### config.mk
export PLATFORM = sky130hd
export DESIGN_NAME = cas_status_bank
export DESIGN_NICKNAME = d
export VERILOG_FILES = /design/src/rtl/cas_pkg.sv /design/src/rtl/cas_near_lock_if.sv /design/src/rtl/cas_status_bank.sv /design/src/rtl/cas_near_lock.sv
export SDC_FILE = /design/constraint.sdc
export NUM_CORES = 1
export LEC_CHECK = 0
export ABC_AREA = 0
export ABC_CLOCK_PERIOD_IN_PS = 1300
export BUFFER_PORTS_ARGS = -buffer_cell sky130_fd_sc_hd__buf_2
export CORE_MARGIN = 3
export CORE_UTILIZATION = 48
export CTS_CLUSTER_DIAMETER = 50
export DETAILED_ROUTE_END_ITERATION = 8
export PLACE_DENSITY = 0.8
export SYNTH_ARGS = -nofsm -noshare
export SYNTH_HDL_FRONTEND = slang
export SYNTH_SLANG_ARGS = --single-unit
### constraint.sdc
create_clock -name CLK_SYS -period 1.3 [get_ports CLK_SYS]
set_input_delay 0.195 -clock CLK_SYS [delete_from_list [all_inputs] [get_ports CLK_SYS]]
set_output_delay 0.195 -clock CLK_SYS [all_outputs]
set_load 0.05 [all_outputs]
### src/rtl/cas_pkg.sv
package cas_pkg;

  // ==========================================================
  // Register byte addresses on the serial control port
  localparam logic [7:0] ADDR_COMBINED_ALARM_OUT  = 8'h7B;
  localparam logic [7:0] ADDR_LOOP_A_ALARM_LIVE   = 8'h7C;
  localparam logic [7:0] ADDR_COMBINED_ALARM_LIVE = 8'h7D;
  localparam logic [7:0] ADDR_ALARM_LATCHED       = 8'h7E;
  localparam logic [7:0] ADDR_ALARM_MISC_RSVD     = 8'h7F;
  localparam logic [7:0] ADDR_LOOP_A_STATE_SELECT = 8'h82;
  localparam logic [7:0] ADDR_HOLDOVER_DAC_AVG    = 8'h83;
  localparam logic [7:0] ADDR_HOLDOVER_DAC_CUR    = 8'h84;
  localparam logic [7:0] ADDR_HOLDOVER_ADC_STATUS = 8'h85;
  localparam logic [7:0] ADDR_HOLDOVER_EXIT_PHASE = 8'h86;
  localparam logic [7:0] ADDR_LOOP_A_STATUS_RSVD  = 8'h87;

  // ==========================================================
  // Field positions, reference loop live alarms
  localparam int BIT_REF_NEAR_LOCK   = 7;
  localparam int BIT_REF_ACQUIRING   = 6;
  localparam int BIT_REF_LOCKED      = 5;
  localparam int BIT_REF_HOLDOVER    = 4;
  localparam int NUM_REF_INPUTS      = 4;

  // Field positions, combined live alarms
  localparam int BIT_SYNC_REQUEST    = 4;
  localparam int BIT_BOTH_LOCKED     = 3;
  localparam int BIT_PHASE_STABLE    = 2;
  localparam int BIT_NEVER_SYNCED    = 1;
  localparam int BIT_SYN_NEAR_LOCK   = 0;
  localparam int COMBINED_LIVE_WIDTH = 5;

  // Field positions, latched record
  localparam int BIT_LAT_SYN_ACQ     = 6;
  localparam int BIT_LAT_REF_ACQ     = 5;
  localparam int BIT_LAT_HOLDOVER    = 4;

  // Field positions, holdover ADC status and holdover DAC current registers
  localparam int BIT_ACTIVE_LOS      = 3;
  localparam int BIT_REF_FASTER      = 2;
  localparam int BIT_ADC_FAST        = 1;
  localparam int BIT_ADC_OUT_RANGE   = 0;
  localparam int BIT_DAC_COMPARATOR  = 7;
  localparam int DAC_CODE_WIDTH      = 7;

  // Field positions, state and selection register and holdover exit phase register
  localparam int LSB_PREFERRED_REF   = 5;
  localparam int LSB_ACTIVE_REF      = 3;
  localparam int LSB_EXIT_PHASE      = 3;

  // ==========================================================
  // Reference loop state codes
  localparam logic [2:0] REF_ST_RESET     = 3'h0;
  localparam logic [2:0] REF_ST_ACQUIRE   = 3'h1;
  localparam logic [2:0] REF_ST_LOCKED    = 3'h2;
  localparam logic [2:0] REF_ST_INVALID   = 3'h3;
  localparam logic [2:0] REF_ST_HOLDOVER  = 3'h4;
  localparam logic [2:0] REF_ST_DAC_EXIT  = 3'h5;

  // ==========================================================
  // Near lock threshold is limit / 16
  localparam int NEAR_LOCK_SHIFT     = 4;
  localparam int NUM_LOOPS           = 2;
  localparam int LOOP_REF            = 0;
  localparam int LOOP_SYN            = 1;
  localparam int LOCK_COUNT_WIDTH    = 16;

  // Reset value of all status readback registers
  localparam logic [7:0] STATUS_RESET = 8'h00;

endpackage

### src/rtl/cas_near_lock_if.sv
`timescale 1ns/1ps
interface cas_near_lock_if #(
  parameter int CW = cas_pkg::LOCK_COUNT_WIDTH
);
  logic [cas_pkg::NUM_LOOPS-1:0][CW-1:0] count;
  logic [cas_pkg::NUM_LOOPS-1:0][CW-1:0] limit;
  logic [cas_pkg::NUM_LOOPS-1:0]         near;

  modport bank   (output count, output limit, input near);
  modport detect (input count, input limit, output near);
endinterface

### src/rtl/cas_status_bank.sv
`timescale 1ns/1ps
// Summary of operation
// [RL1] Reference near lock at limit over sixteen
// [RL2] Live acquiring, locked, holdover reference bits
// [RL3] Sync request when locked or disabled but unsynchronized
// [RL4] Combined lock only when both loops lock
// [RL5] Phase status shows SYSREF output stable
// [RL6] Never-synced reads one until first sync
// [RL7] Synthesis near lock at limit over sixteen
// [RL8] Latch acquisition and holdover until clear
// [RL9] Latch per-input loss of signal until clear
// [RL10] Report reference loop state code
// [RL11] Report preferred reference index
// [RL12] Report active reference index
// [RL13] Expose averaged, current DAC and comparator
// [RL14] Flag loss of signal on active reference
// [RL15] Flag reference faster than crystal oscillator
// [RL16] ADC status: acquiring or moving quickly
// [RL17] ADC range: in or out of range
// [RL18] Report holdover exit phase
// [RL19] Masked live conditions form combined alarm
// [RL20] Combined alarm readable as bit zero
// [RL21] Latched bits hold until clear event
// [RL22] Read-only, reserved zero, writes ignored
module cas_status_bank #(
  parameter int LCW = cas_pkg::LOCK_COUNT_WIDTH
) (
  input  wire logic           CLK_SYS,
  input  wire logic           NRST,
  input  wire logic [LCW-1:0] REF_LOCK_COUNT,
  input  wire logic [LCW-1:0] REF_LOCK_LIMIT,
  input  wire logic [LCW-1:0] SYN_LOCK_COUNT,
  input  wire logic [LCW-1:0] SYN_LOCK_LIMIT,
  input  wire logic [2:0]     REF_LOOP_STATE,
  input  wire logic [3:0]     REF_LOS,
  input  wire logic           SYN_LOCKED,
  input  wire logic           SYN_ACQUIRING,
  input  wire logic           SYN_DISABLED,
  input  wire logic           SYSREF_PHASE_STABLE,
  input  wire logic           SYNC_PIN,
  input  wire logic           SYNC_REQUEST_PORT,
  input  wire logic [1:0]     PREFERRED_REF_INDEX,
  input  wire logic [1:0]     ACTIVE_REF_INDEX,
  input  wire logic [6:0]     DAC_AVERAGED_CODE,
  input  wire logic [6:0]     DAC_CURRENT_CODE,
  input  wire logic           DAC_COMPARATOR,
  input  wire logic           REF_FASTER_THAN_VCXO,
  input  wire logic           ADC_TUNE_MOVING,
  input  wire logic           ADC_OUT_OF_RANGE,
  input  wire logic [1:0]     EXIT_PHASE,
  input  wire logic           LATCH_CLEAR,
  input  wire logic [7:0]     REF_ALARM_MASK,
  input  wire logic [4:0]     COMBINED_ALARM_MASK,
  input  wire logic [7:0]     REG_ADDR,
  input  wire logic           REG_RD,
  input  wire logic           REG_WR,
  output logic      [7:0]     REG_RDATA,
  output logic                REG_RVALID,
  output logic                ALARM
);

  // ==========================================================
  // State record
  typedef struct packed {
    logic       sync_s1;
    logic       sync_s2;
    logic       sync_s3;
    logic       sync_level;
    logic       synced;
    logic [7:0] live_ref;
    logic [7:0] live_comb;
    logic [7:0] latched;
    logic [7:0] state_sel;
    logic [7:0] dac_avg;
    logic [7:0] dac_cur;
    logic [7:0] adc_stat;
    logic [7:0] exit_phase;
    logic       alarm;
    logic [7:0] rdata;
    logic       rvalid;
  } cas_state_s;

  cas_state_s st_reg;
  cas_state_s st_next;

  // ==========================================================
  // Decoding helpers
  function automatic logic ref_state_is(input logic [2:0] code, input logic [2:0] want);
    ref_state_is = (code == want);
  endfunction

  function automatic logic ref_in_holdover(input logic [2:0] code);
    // DAC assisted exit is still holdover until it hands back to lock
    ref_in_holdover = ref_state_is(code, cas_pkg::REF_ST_HOLDOVER) ||
                      ref_state_is(code, cas_pkg::REF_ST_DAC_EXIT);
  endfunction

  // ==========================================================
  // Near lock detection for both loops
  cas_near_lock_if #(.CW(LCW)) nl_bus ();

  assign nl_bus.count[cas_pkg::LOOP_REF] = REF_LOCK_COUNT;
  assign nl_bus.count[cas_pkg::LOOP_SYN] = SYN_LOCK_COUNT;
  assign nl_bus.limit[cas_pkg::LOOP_REF] = REF_LOCK_LIMIT;
  assign nl_bus.limit[cas_pkg::LOOP_SYN] = SYN_LOCK_LIMIT;

  cas_near_lock #(
    .CW   (LCW)
  ) u_near_lock (
    .clk  (CLK_SYS),
    .nrst (NRST),
    .nl   (nl_bus.detect)
  );

  // ==========================================================
  // Next state
  logic       ref_acq;
  logic       ref_lock;
  logic       ref_hold;
  logic       sync_rise;
  logic       synced_now;
  logic       rd_take;
  logic [7:0] live_ref_c;
  logic [7:0] live_comb_c;
  logic [7:0] latch_set;
  logic [7:0] rd_mux;

  always_comb begin
    st_next = st_reg;

    ref_acq  = ref_state_is(REF_LOOP_STATE, cas_pkg::REF_ST_ACQUIRE);  // see [RL2]
    ref_lock = ref_state_is(REF_LOOP_STATE, cas_pkg::REF_ST_LOCKED);   // see [RL2]
    ref_hold = ref_in_holdover(REF_LOOP_STATE);                        // see [RL2]

    // Sync pin: three stages, change taken once stages two and three agree
    st_next.sync_s1 = SYNC_PIN;
    st_next.sync_s2 = st_reg.sync_s1;
    st_next.sync_s3 = st_reg.sync_s2;
    if (st_reg.sync_s2 == st_reg.sync_s3) begin
      st_next.sync_level = st_reg.sync_s2;
    end
    sync_rise = (st_reg.sync_s2 == st_reg.sync_s3) && st_reg.sync_s2 && !st_reg.sync_level;

    // Synchronized state is sticky; only reset brings back never-synced
    synced_now = st_reg.synced || sync_rise || SYNC_REQUEST_PORT;    // see [RL6]
    st_next.synced = synced_now;

    live_ref_c = cas_pkg::STATUS_RESET;
    live_ref_c[cas_pkg::BIT_REF_NEAR_LOCK] = nl_bus.near[cas_pkg::LOOP_REF]; // see [RL1]
    live_ref_c[cas_pkg::BIT_REF_ACQUIRING] = ref_acq;                        // see [RL2]
    live_ref_c[cas_pkg::BIT_REF_LOCKED]    = ref_lock;                       // see [RL2]
    live_ref_c[cas_pkg::BIT_REF_HOLDOVER]  = ref_hold;                       // see [RL2]
    live_ref_c[cas_pkg::NUM_REF_INPUTS-1:0] = REF_LOS;
    st_next.live_ref = live_ref_c;

    live_comb_c = cas_pkg::STATUS_RESET;
    live_comb_c[cas_pkg::BIT_SYNC_REQUEST] =
      (SYN_LOCKED || SYN_DISABLED) && !st_reg.synced;                        // see [RL3]
    live_comb_c[cas_pkg::BIT_BOTH_LOCKED]  = ref_lock && SYN_LOCKED;         // see [RL4]
    live_comb_c[cas_pkg::BIT_PHASE_STABLE] = SYSREF_PHASE_STABLE;            // see [RL5]
    live_comb_c[cas_pkg::BIT_NEVER_SYNCED] = !st_reg.synced;                 // see [RL6]
    live_comb_c[cas_pkg::BIT_SYN_NEAR_LOCK] = nl_bus.near[cas_pkg::LOOP_SYN]; // see [RL7]
    st_next.live_comb = live_comb_c;

    // Latched records: a new event in the clear cycle survives the clear
    latch_set = cas_pkg::STATUS_RESET;
    latch_set[cas_pkg::BIT_LAT_SYN_ACQ]  = SYN_ACQUIRING;                    // see [RL8]
    latch_set[cas_pkg::BIT_LAT_REF_ACQ]  = ref_acq;                          // see [RL8]
    latch_set[cas_pkg::BIT_LAT_HOLDOVER] = ref_hold;                         // see [RL8]
    latch_set[cas_pkg::NUM_REF_INPUTS-1:0] = REF_LOS;                        // see [RL9]
    if (LATCH_CLEAR) begin
      st_next.latched = latch_set;                                           // see [RL21]
    end else begin
      st_next.latched = st_reg.latched | latch_set;                          // see [RL21]
    end

    st_next.state_sel = cas_pkg::STATUS_RESET;
    st_next.state_sel[cas_pkg::LSB_PREFERRED_REF +: 2] = PREFERRED_REF_INDEX; // see [RL11]
    st_next.state_sel[cas_pkg::LSB_ACTIVE_REF +: 2]    = ACTIVE_REF_INDEX;    // see [RL12]
    st_next.state_sel[2:0] = REF_LOOP_STATE;                                  // see [RL10]

    st_next.dac_avg = {1'b0, DAC_AVERAGED_CODE};                              // see [RL13]
    st_next.dac_cur = cas_pkg::STATUS_RESET;
    st_next.dac_cur[cas_pkg::BIT_DAC_COMPARATOR] = DAC_COMPARATOR;            // see [RL13]
    st_next.dac_cur[cas_pkg::DAC_CODE_WIDTH-1:0] = DAC_CURRENT_CODE;          // see [RL13]

    st_next.adc_stat = cas_pkg::STATUS_RESET;
    st_next.adc_stat[cas_pkg::BIT_ACTIVE_LOS]    = REF_LOS[ACTIVE_REF_INDEX]; // see [RL14]
    st_next.adc_stat[cas_pkg::BIT_REF_FASTER]    = REF_FASTER_THAN_VCXO;      // see [RL15]
    st_next.adc_stat[cas_pkg::BIT_ADC_FAST]      = ADC_TUNE_MOVING;           // see [RL16]
    st_next.adc_stat[cas_pkg::BIT_ADC_OUT_RANGE] = ADC_OUT_OF_RANGE;          // see [RL17]

    st_next.exit_phase = cas_pkg::STATUS_RESET;
    st_next.exit_phase[cas_pkg::LSB_EXIT_PHASE +: 2] = EXIT_PHASE;            // see [RL18]

    // Alarm follows the registered live bits, one cycle behind them
    st_next.alarm = (|(st_reg.live_ref & REF_ALARM_MASK)) ||
                    (|(st_reg.live_comb[cas_pkg::COMBINED_LIVE_WIDTH-1:0] &
                       COMBINED_ALARM_MASK));                                 // see [RL19]

    // Register reads: a write strobe cancels the read and changes nothing
    rd_take = REG_RD && !REG_WR;                                              // see [RL22]
    case (REG_ADDR)
      cas_pkg::ADDR_COMBINED_ALARM_OUT:  rd_mux = {7'h00, st_reg.alarm};      // see [RL20]
      cas_pkg::ADDR_LOOP_A_ALARM_LIVE:   rd_mux = st_reg.live_ref;
      cas_pkg::ADDR_COMBINED_ALARM_LIVE: rd_mux = st_reg.live_comb;
      cas_pkg::ADDR_ALARM_LATCHED:       rd_mux = st_reg.latched;
      cas_pkg::ADDR_LOOP_A_STATE_SELECT: rd_mux = st_reg.state_sel;
      cas_pkg::ADDR_HOLDOVER_DAC_AVG:    rd_mux = st_reg.dac_avg;
      cas_pkg::ADDR_HOLDOVER_DAC_CUR:    rd_mux = st_reg.dac_cur;
      cas_pkg::ADDR_HOLDOVER_ADC_STATUS: rd_mux = st_reg.adc_stat;
      cas_pkg::ADDR_HOLDOVER_EXIT_PHASE: rd_mux = st_reg.exit_phase;
      default:                           rd_mux = cas_pkg::STATUS_RESET;      // see [RL22]
    endcase

    st_next.rvalid = rd_take;
    if (rd_take) begin
      st_next.rdata = rd_mux;
    end
  end

  // ==========================================================
  // State register
  always_ff @(posedge CLK_SYS or negedge NRST) begin
    if (!NRST) begin
      st_reg <= '0;
    end else begin
      st_reg <= st_next;
    end
  end

  assign REG_RDATA  = st_reg.rdata;
  assign REG_RVALID = st_reg.rvalid;
  assign ALARM      = st_reg.alarm;

endmodule // cas_status_bank

### src/rtl/cas_near_lock.sv
`timescale 1ns/1ps
module cas_near_lock #(
  parameter int CW = cas_pkg::LOCK_COUNT_WIDTH
) (
  input  wire logic             clk,
  input  wire logic             nrst,
  cas_near_lock_if.detect       nl
);

  // ==========================================================
  // Per-loop threshold compare, registered
  logic [cas_pkg::NUM_LOOPS-1:0] near_reg;
  logic [cas_pkg::NUM_LOOPS-1:0] near_next;

  genvar g;
  generate
    for (g = 0; g < cas_pkg::NUM_LOOPS; g++) begin : g_loop
      // Shift truncates, so a limit under 16 gives near lock at once
      assign near_next[g] = (nl.count[g] >= (nl.limit[g] >> cas_pkg::NEAR_LOCK_SHIFT)); // see [RL1] [RL7]
    end
  endgenerate

  always_ff @(posedge clk or negedge nrst) begin
    if (!nrst) begin
      near_reg <= '0;
    end else begin
      near_reg <= near_next;
    end
  end

  assign nl.near = near_reg;

endmodule // cas_near_lock

==> results.json, run 1 <==
{
  "wl_met2_um": 4040,
  "cts_made_buffers": 9,
  "antenna_found_initial": 0,
  "synth-seq-cells": 65,
  "cts_root_buffer": "clkbuf_8",
  "setup_tns_ns": 0,
  "grt_pass1_vias": 2864,
  "wl_met1_um": 3110,
  "p_leak_nw": 2.35,
  "cp_max_fo": 5,
  "firstDrtPassIters": 4,
  "worstSetupEndpointType": "register",
  "dpl_cell_area_um2": 4030,
  "finalWorstSetupSlack_ns": 0.00399,
  "finalInstanceArea_um2": 4580,
  "drive_above_1_share_pct": 38.4,
  "setup_viol": 0,
  "slew_headroom_pct": 70.6,
  "worst_setup_path_start_kind": "primary input",
  "ys_seq_area_share_pct": 50.7,
  "dpl.cell_count": 488,
  "htree_levels": 3,
  "ant_nets": 0,
  "syn_to_final_growth_pct": 42.8,
  "mappedNetlistArea_um2": 3210,
  "top_layer": "met4",
  "dieArea_um2": 7700,
  "synth_top_area_share_pct": 50.7,
  "worstPathRequired_ns": 1.52,
  "synth.area.top_cells": "dfrtp_1 (51%), ha_1 (9.8%), mux2i_1 (3.4%), inv_1 (3.4%), a22oi_1 (2.3%)",
  "drt-wirelength-per-cell_um": 14.7,
  "wl_met3_um": 588,
  "finalCritPeriodShare_pct": 99.7,
  "synth-warning-count": 0,
  "cts_tree": "done",
  "instances_no_fill": 540,
  "clk_pin_slew_ns": 0.07,
  "power.density_nw_per_um2": 945,
  "routed_wl_um": 7920,
  "period_minus_slack_ns": 1.30,
  "synth.avg_cell_area_um2": 11.5,
  "clock_sinks": 65,
  "diodes": 0,
  "vias": 2804,
  "routabilityCongestion": 0.880,
  "critical_path_class": "in -> reg",
  "fp.dieH_um": 87.8,
  "drc": 0,
  "worstPathArrival_ns": 1.52,
  "grt_first_pass_wirelength_um": 12600,
  "async_flop_share_pct": 100,
  "ys_types": 54,
  "portBuffers": 128,
  "grt_max_degree": 66,
  "synth_nets": 430,
  "viasPerCell": 5.19,
  "fin_util_pct": 71.3,
  "finClkSkew_ns": 0.00790,
  "start_util_pct": 50.0,
  "num_io_pins": 137,
  "core_area_um2": 6420,
  "hold_class": "in -> reg",
  "first_iter_violations": 139,
  "clock.fmax_mhz": 772,
  "grt_use_total_pct": 21.3,
  "dp_hpwl_um": 5940,
  "tightest_slew_ns": 0.438,
  "ir_drop_uv": 479,
  "power.total_mw": 4.33,
  "final_nets": 611,
  "syn_inst": 278,
  "clk_path_buf_depth": 2,
  "ys.flop_type": "dfrtp_1",
  "maxSlewViolCount": 0,
  "std_cell_rows": 29,
  "synth_edf_count": 0,
  "grt_overflow": 0,
  "holdWs_ns": 0.0690,
  "outcome": "complete, no violations",
  "pre_cts_slack_ns": -0.332,
  "finalHoldViolations": 0,
  "clk_latency_ns": 0.33,
  "die_w_um": 87.8,
  "rsz0062_at_grt": "yes",
  "largest_reg_flops": 51,
  "synth_top_cell_by_area": "dfrtp_1",
  "maxCapViolations": 0
}
## cells in the final DEF (no fill, tap or decap), types with 3 or more instances in the layout
master         count
nor2b_1            5
a21o_1             9
and2_1             4
nor2_1             8
a211o_1            3
o21ai_1            5
a21oi_1            5
clkbuf_8          10
nand2_1           12
and3_1             4
buf_4             22
o21a_1             4
dfrtp_1           64
a22oi_1            8
and4_1             4
mux2i_1           11
a32oi_1            3
buf_2            127
clkinvlp_4         3
ha_1              25
a221oi_1           4
nor4bb_1           3
dlygate4sd3_1     34
nand2b_1           5
inv_1             29
o2bb2ai_1          4
o21ai_0            3
## cells by family (layout without fill, tap and decap cells)
family	Yosys count	after routing	share of synthesized area, %
AO/OA/AOI/OAI	68	68	16.5
AND/OR/NAND/NOR	63	63	12.4
adder cells (fa/ha/maj)	25	25	9.75
multiplexers	13	13	4.49
flip-flops	65	65	50.7
buffers and inverters	44	229	6.20
## cells in the mapped netlist, types with 2 or more instances
cell	instances
dfrtp_1	65
nand2_1	12
and4_1	4
nor4_1	2
o2bb2ai_1	4
nor2b_1	5
nand4_1	2
mux2i_1	11
a22o_1	2
nand3_1	2
buf_2	3
a2111oi_0	2
nor3b_1	2
o21ai_1	5
o21ai_0	3
nor2_1	8
nand2b_1	5
o21a_1	4
o22ai_1	2
nand3b_1	2
a21o_1	9
a21oi_1	5
and2_1	4
clkbuf_1	3
a32oi_1	3
a221oi_1	5
ha_1	25
buf_4	8
inv_1	29
a211o_1	3
and3_1	4
a21boi_1	2
a22oi_1	10
nor4bb_1	3
## final cells by class
type	count	area, um^2
fill	477	1840
sequential	65	1630
multi-input combinational	169	1410
timing repair buffer	185	1170
clock buffer	10	138
inverter	29	109
tap	77	96.3
clock inverter	5	32.5
## critical path, stage by stage
cell and delay [ns]:
buf_6 0.09, or4b_4 0.58, o21ai_4 0.17, o211ai_4 0.12, o41ai_2 0.36
## worst paths after layout
| path | startpoint | endpoint | slack [ns] | cells after the start |
|---|---|---|---|---|
| worst max register to register | st_reg[47] | REG_RDATA[5] | 0.07 | 4 |
| worst min register to register | u_near_lock.nl.near[0] | st_reg[73] | 0.35 | 0 |
| worst max-delay path | REG_ADDR[3] | REG_RDATA[7] | 0.004 | 5 |
| worst min-delay path | SYNC_REQUEST_PORT | st_reg[74] | 0.07 | 3 |
| min in group asynchronous | NRST | st_reg[39] | 0.39 | 3 |
| max in group asynchronous | NRST | st_reg[62] | 0.60 | 3 |
## power by group
part	internal (mW)	switching [mW]	leakage (nW)
Combinational	0.397	0.318	1.50
Clock	0.725	0.743	0.0802
Sequential	2.11	0.0387	0.770
## per-layer routing
layer,track usage (%),up-vias
met3,5.93,17
met4,8.65,0
met1,24.2,1307
met2,37.9,120
met5,0,-
li1,-,1360
## what timing repair did
action,in CTS,in global routing
endpoints found under the hold margin,98,0
hold buffers,34,0
buffers inserted,0,3
resized for setup,0,4
endpoints found under the setup margin,0,5
Power figures use the tool's default switching activity.
==> inputs of run 2 (changes only) <==
Settings changed: PLACE_DENSITY 0.8 to 0.81, SYNTH_HIERARCHICAL set to 1.
==> results.json, run 2 <==
{
  "outcome": "complete, no violations",
  "period_minus_slack_ns": 1.17,
  "rsz0062_at_grt": "no",
  "finClkSkew_ns": 0.00626,
  "finalHoldViolations": 0,
  "synth_compound_area_share_pct": 15.9,
  "ys.flop_type": "dfrtp_1",
  "synth_top_family_by_area": "compound AO/OA/AOI/OAI gates",
  "grt_overflow": 0,
  "synth.avg_cell_area_um2": 11.7,
  "worstPathArrival_ns": 0.98,
  "synth-warning-count": 6,
  "fill_cells": 409,
  "synth_xor_area_share_pct": 0,
  "routabilityCongestion": 0.850,
  "synth.area.top_cells": "dfrtp_1 (51%), ha_1 (9.9%), mux2i_1 (5.4%), inv_1 (3.4%), a21o_1 (2.6%)",
  "maxSlewViolCount": 0,
  "worstSetupEndpointType": "output pin",
  "grt_first_pass_wirelength_um": 13200,
  "synth-seq-cells": 65,
  "vias": 2753,
  "yosys-top-cells-count": "dfrtp_1 (65), inv_1 (29), ha_1 (25), mux2i_1 (17), nand2_1 (14)",
  "ant_nets": 0,
  "worst_setup_path_start_kind": "register",
  "finalWorstSetupSlack_ns": 0.127,
  "slew_headroom_pct": 72.4,
  "grt_use_total_pct": 22.7,
  "p_leak_nw": 2.32,
  "yosysMostFrequentCell": "dfrtp_1",
  "routed_wl_um": 8010,
  "grt_max_degree": 66,
  "hold_class": "in -> reg",
  "slowest_stage": "dfrtp_1",
  "dieArea_um2": 7620,
  "maxCapViolations": 0,
  "synth_edf_count": 0,
  "clk_path_buf_depth": 2,
  "cts_made_buffers": 9,
  "setup_viol": 0,
  "final_nets": 593,
  "max_stage_delay_ns": 0.37,
  "synthAdderAreaFrac_pct": 9.87,
  "drc": 0,
  "async_flop_share_pct": 100,
  "cp_top_family": "flip-flops",
  "start_util_pct": 51.4,
  "clk_latency_ns": 0.34,
  "cts_tree": "done",
  "pre_cts_slack_ns": -0.148,
  "mappedNetlistArea_um2": 3170,
  "synth_top_area_share_pct": 51.3,
  "dp_hpwl_um": 5770,
  "tightest_slew_ns": 0.409,
  "antenna_found_initial": 1,
  "grt_pass1_vias": 2928,
  "layout_commonest_cell": "buf_2",
  "first_iter_violations": 206,
  "viasPerCell": 5.27,
  "syn_inst": 271,
  "clock_sinks": 65,
  "cts_root_buffer": "clkbuf_8",
  "htree_levels": 3,
  "die_w_um": 87.3,
  "ir_drop_uv": 989,
  "ys_types": 47,
  "power.density_nw_per_um2": 1020,
  "num_io_pins": 137,
  "cp_max_fo": 2,
  "critical_path_class": "reg -> out",
  "crit_path_cell_trace": "buf_2",
  "postCtsSetupBuffers": 0,
  "fp.dieH_um": 87.3,
  "worstPathRequired_ns": 1.11,
  "synth_top_cell_by_area": "dfrtp_1",
  "clock.fmax_mhz": 852,
  "syn_to_final_growth_pct": 41.6,
  "crit_buf_inv": 1,
  "largest_reg_flops": 51,
  "synth_nets": 423,
  "clk_pin_slew_ns": 0.07,
  "finalCritPeriodShare_pct": 90.3,
  "drt-wirelength-per-cell_um": 15.3,
  "muxShareOfSynthArea_pct": 7.14,
  "drive_above_1_share_pct": 37.9,
  "ys_seq_area_share_pct": 51.3,
  "synth_simple_gate_area_share_pct": 9.12,
  "std_cell_rows": 28,
  "final_cell_mix": "buf_2 (128), dfrtp_1 (65), dlygate4sd3_1 (34)",
  "portBuffers": 128,
  "power.total_mw": 4.59,
  "core_area_um2": 6170,
  "firstDrtPassIters": 7
}
==> run 2: cell count changes in the layout (fill, tap and decap cells not counted), moves of 4 or more <==
cell,change
a22oi_1,-4
buf_4,-13
mux2i_1,+6
o21a_1,-4
a32oi_1,+4
and4_1,-4
==> run 2: final cells by class <==
type                       count  area [um^2]  share of cell area, %
inverter                      31          116                   2.59
clock buffer                   9          124                   2.76
clock inverter                 7         80.1                   1.78
tap                           75         93.8                   2.09
multi-input combinational    160         1340                   29.8
antenna                        1         2.50                 0.0557
timing repair buffer         174         1110                   24.7
sequential                    65         1630                   36.2
==> run 2: cells by family (layout without fill, tap and decap cells) <==
logic type                 after synthesis  after routing
AOI/OAI and AO/OA                       65             65
adders and majority gates               25             25
buffers and inverters                   46            221
DFF                                     65             65
muxes                                   21             21
other                                    0              1
and+or+nand+nor                         49             49
==> run 2: what timing repair did <==
item                       4_1_cts  5_1_grt
hold buffers                    34        0
setup endpoints to repair        0        1
gates resized for setup          0        1
hold endpoints to repair        98        0
==> run 2: worst paths after layout <==
check / from / endpoint / slack (ns) / cells after the start
setup reg to reg: st_reg[66] / ALARM / 0.14 / 4
min in group asynchronous: NRST / st_reg[48] / 0.40 / 3
max in group asynchronous: NRST / st_reg[58] / 0.62 / 3
hold / removal: SYNC_REQUEST_PORT / st_reg[74] / 0.07 / 3
hold reg to reg: st_next[77] / st_next[76] / 0.35 / 0
setup / recovery: ALARM / ALARM / 0.13 / 1
==> run 2: layer usage <==
| metal | GRT usage (%) | part of all wire [%] |
|---|---|---|
| met1 | 25.1 | 37 |
| met4 | 12.6 | 3.2 |
| met2 | 40.3 | 52 |
| met3 | 4.54 | 7.3 |
| met5 | 0 | 0 |
==> run 2: worst register-to-register path, cell delays in order, from the launching register on <==
cell and delay, ns:
dfrtp_1 0.40, a22oi_1 0.20, nand2_1 0.09, a221oi_2 0.22, nand3_1 0.12
==> run 2: power breakdown <==
group	internal, mW	switching (mW)	leakage [nW]
sequential	2.11	0.0398	0.770
combinational	0.390	0.331	1.45
clock	0.900	0.816	0.0960
total	3.40	1.19	2.32
==> run 2: per-stage QoR <==
| step | setup TNS, ns | std cells | area [um^2] | hold slack (ns) | utilization (%) |
|---|---|---|---|---|---|
| 2_1_floorplan | 0 | 271 | 3170 | -0.101 | - |
| 3_3_place_gp | -0.220 | 471 | 3940 | 0.229 | 63.9 |
| 3_5_place_dp | -0.357 | 471 | 3940 | 0.232 | 63.9 |
| 4_1_cts | 0 | 521 | 4480 | 0.0519 | 72.7 |
| 5_1_grt | 0 | 522 | 4490 | 0.0440 | 72.8 |
| 6_report | 0 | 522 | 4490 | 0.0684 | 72.8 |
==> inputs of run 3 (changes only) <==
Settings changed: CORE_ASPECT_RATIO set to 1.4, CORE_UTILIZATION 48 to 35, PLACE_DENSITY 0.81 to 0.62.
==> results.json, run 3 (synthesis gave the netlist of run 2 again) <==
{
  "finClkSkew_ns": 0.00586,
  "cts_tree": "done",
  "start_util_pct": 36.4,
  "setup_tns_ns": 0,
  "worstSetupEndpointType": "register",
  "largest_reg_flops": 51,
  "seqPwrFrac_pct": 43.0,
  "period_minus_slack_ns": 1.21,
  "rr_worst_depth": 4,
  "clock.fmax_mhz": 828,
  "slew_headroom_pct": 74.6,
  "clk_pin_slew_ns": 0.05,
  "fp.dieH_um": 119,
  "power.internal_mw": 3.90,
  "hold_class": "in -> reg",
  "fin_util_pct": 52.0,
  "first_iter_violations": 68,
  "layout_commonest_cell": "buf_2",
  "finalCritPeriodShare_pct": 92.9,
  "drive_above_1_share_pct": 38.1,
  "portBuffers": 128,
  "maxCapViolations": 0,
  "power_frac_comb_pct": 13.9,
  "grt_pass1_vias": 2843,
  "worstPathArrival_ns": 1.39,
  "num_io_pins": 137,
  "firstDrtPassIters": 4,
  "critical_path_class": "reg -> reg",
  "htree_levels": 3,
  "grt_max_degree": 66,
  "finalHoldViolations": 0,
  "core_area_um2": 8710,
  "grt_use_total_pct": 15.8,
  "clk_path_buf_depth": 2,
  "grt_first_pass_wirelength_um": 12500,
  "clk_latency_ns": 0.32,
  "routabilityCongestion": 0.805,
  "die_w_um": 86.4,
  "setup_viol": 0,
  "p_leak_nw": 2.34,
  "dieArea_um2": 10300,
  "antenna_found_initial": 1,
  "cts_root_buffer": "clkbuf_16",
  "outcome": "complete, no violations",
  "power.total_mw": 5.00,
  "ant_nets": 0,
  "tightest_slew_ns": 0.377,
  "drt-wirelength-per-cell_um": 14.1,
  "ir_drop_uv": 628,
  "worstPathRequired_ns": 1.48,
  "p_sw_mw": 1.10,
  "grt_overflow": 0,
  "cts_made_buffers": 9,
  "dp_hpwl_um": 6170,
  "cp_max_fo": 2,
  "fill_cells": 811,
  "dpl_cell_area_um2": 4000,
  "diodes": 0,
  "switching_share_pct": 22.0,
  "power.share.clock_pct": 43.0,
  "vias": 2677,
  "viasPerCell": 4.93,
  "holdPathStages": 1,
  "final_nets": 588,
  "final_cell_mix": "buf_2 (128), dfrtp_1 (65), inv_1 (29)",
  "postCtsSetupBuffers": 0,
  "maxSlewViolCount": 0,
  "power.density_nw_per_um2": 1100,
  "std_cell_rows": 40,
  "clock_sinks": 65,
  "routed_wl_um": 7680,
  "finalInstanceArea_um2": 4530,
  "rsz0062_at_grt": "no",
  "worst_setup_path_start_kind": "register",
  "drc": 0,
  "syn_to_final_growth_pct": 42.8,
  "holdWs_ns": 0.00822
}
==> run 3: final timing paths <==
| path | from | to | slack, ns |
|---|---|---|---|
| max | st_reg[69] | ALARM | 0.09 |
| min | ACTIVE_REF_INDEX[0] | st_reg[45] | 0.008 |
| max reg2reg | st_reg[69] | ALARM | 0.09 |
| min reg2reg | u_near_lock/nl.near[0] | st_reg[73] | 0.35 |
| max in group asynchronous | NRST | st_reg[58] | 0.62 |
| min in group asynchronous | NRST | st_reg[27] | 0.42 |
==> run 3: repair_timing <==
| action | CTS | global route |
|---|---|---|
| gates resized for setup | 0 | 0 |
| hold buffers | 26 | 0 |
| endpoints found under the hold margin | 90 | 0 |
==> run 3: worst max-delay path, cell delays in order, from the launching register on <==
cell,delay [ns]
dfrtp_1,0.40
a22oi_1,0.17
nand2_1,0.06
a221oi_1,0.30
nand3_1,0.14
==> run 3: area by class of cell <==
| type | count | area [um^2] | share of cell area (%) |
|---|---|---|---|
| inverter | 31 | 116 | 2.57 |
| clock buffer | 13 | 270 | 5.97 |
| multi-input combinational | 160 | 1330 | 29.4 |
| sequential | 65 | 1630 | 35.9 |
| timing repair buffer | 169 | 1050 | 23.2 |
| tap | 105 | 131 | 2.90 |
==> run 3: stage by stage <==
stage / setup slack [ns] / cells
floorplan: 0.0393 / 271
global placement: -0.0887 / 504
detailed placement: -0.0935 / 504
CTS: 0.0707 / 543
global route: 0.00823 / 543
finish: 0.0923 / 543
==> run 3: routing by layer <==
metal	GRT usage [%]	routed length, um	share of wire, %
met2	28.2	4080	53
met5	0	7	0.091
met4	8.09	213	2.8
met1	16.0	2680	35
met3	4.95	700	9.1
==> run 3: power groups by stage <==
stage / clock (mW) / combinational [mW] / sequential [mW]
final: 2.15 / 0.696 / 2.15
after global routing: 2.30 / 0.784 / 2.16
after CTS: 2.20 / 0.708 / 2.15
after detailed placement: 0 / 0.644 / 2.19
after global placement: 0 / 0.627 / 2.18
after floorplan: 0 / 0.290 / 2.18
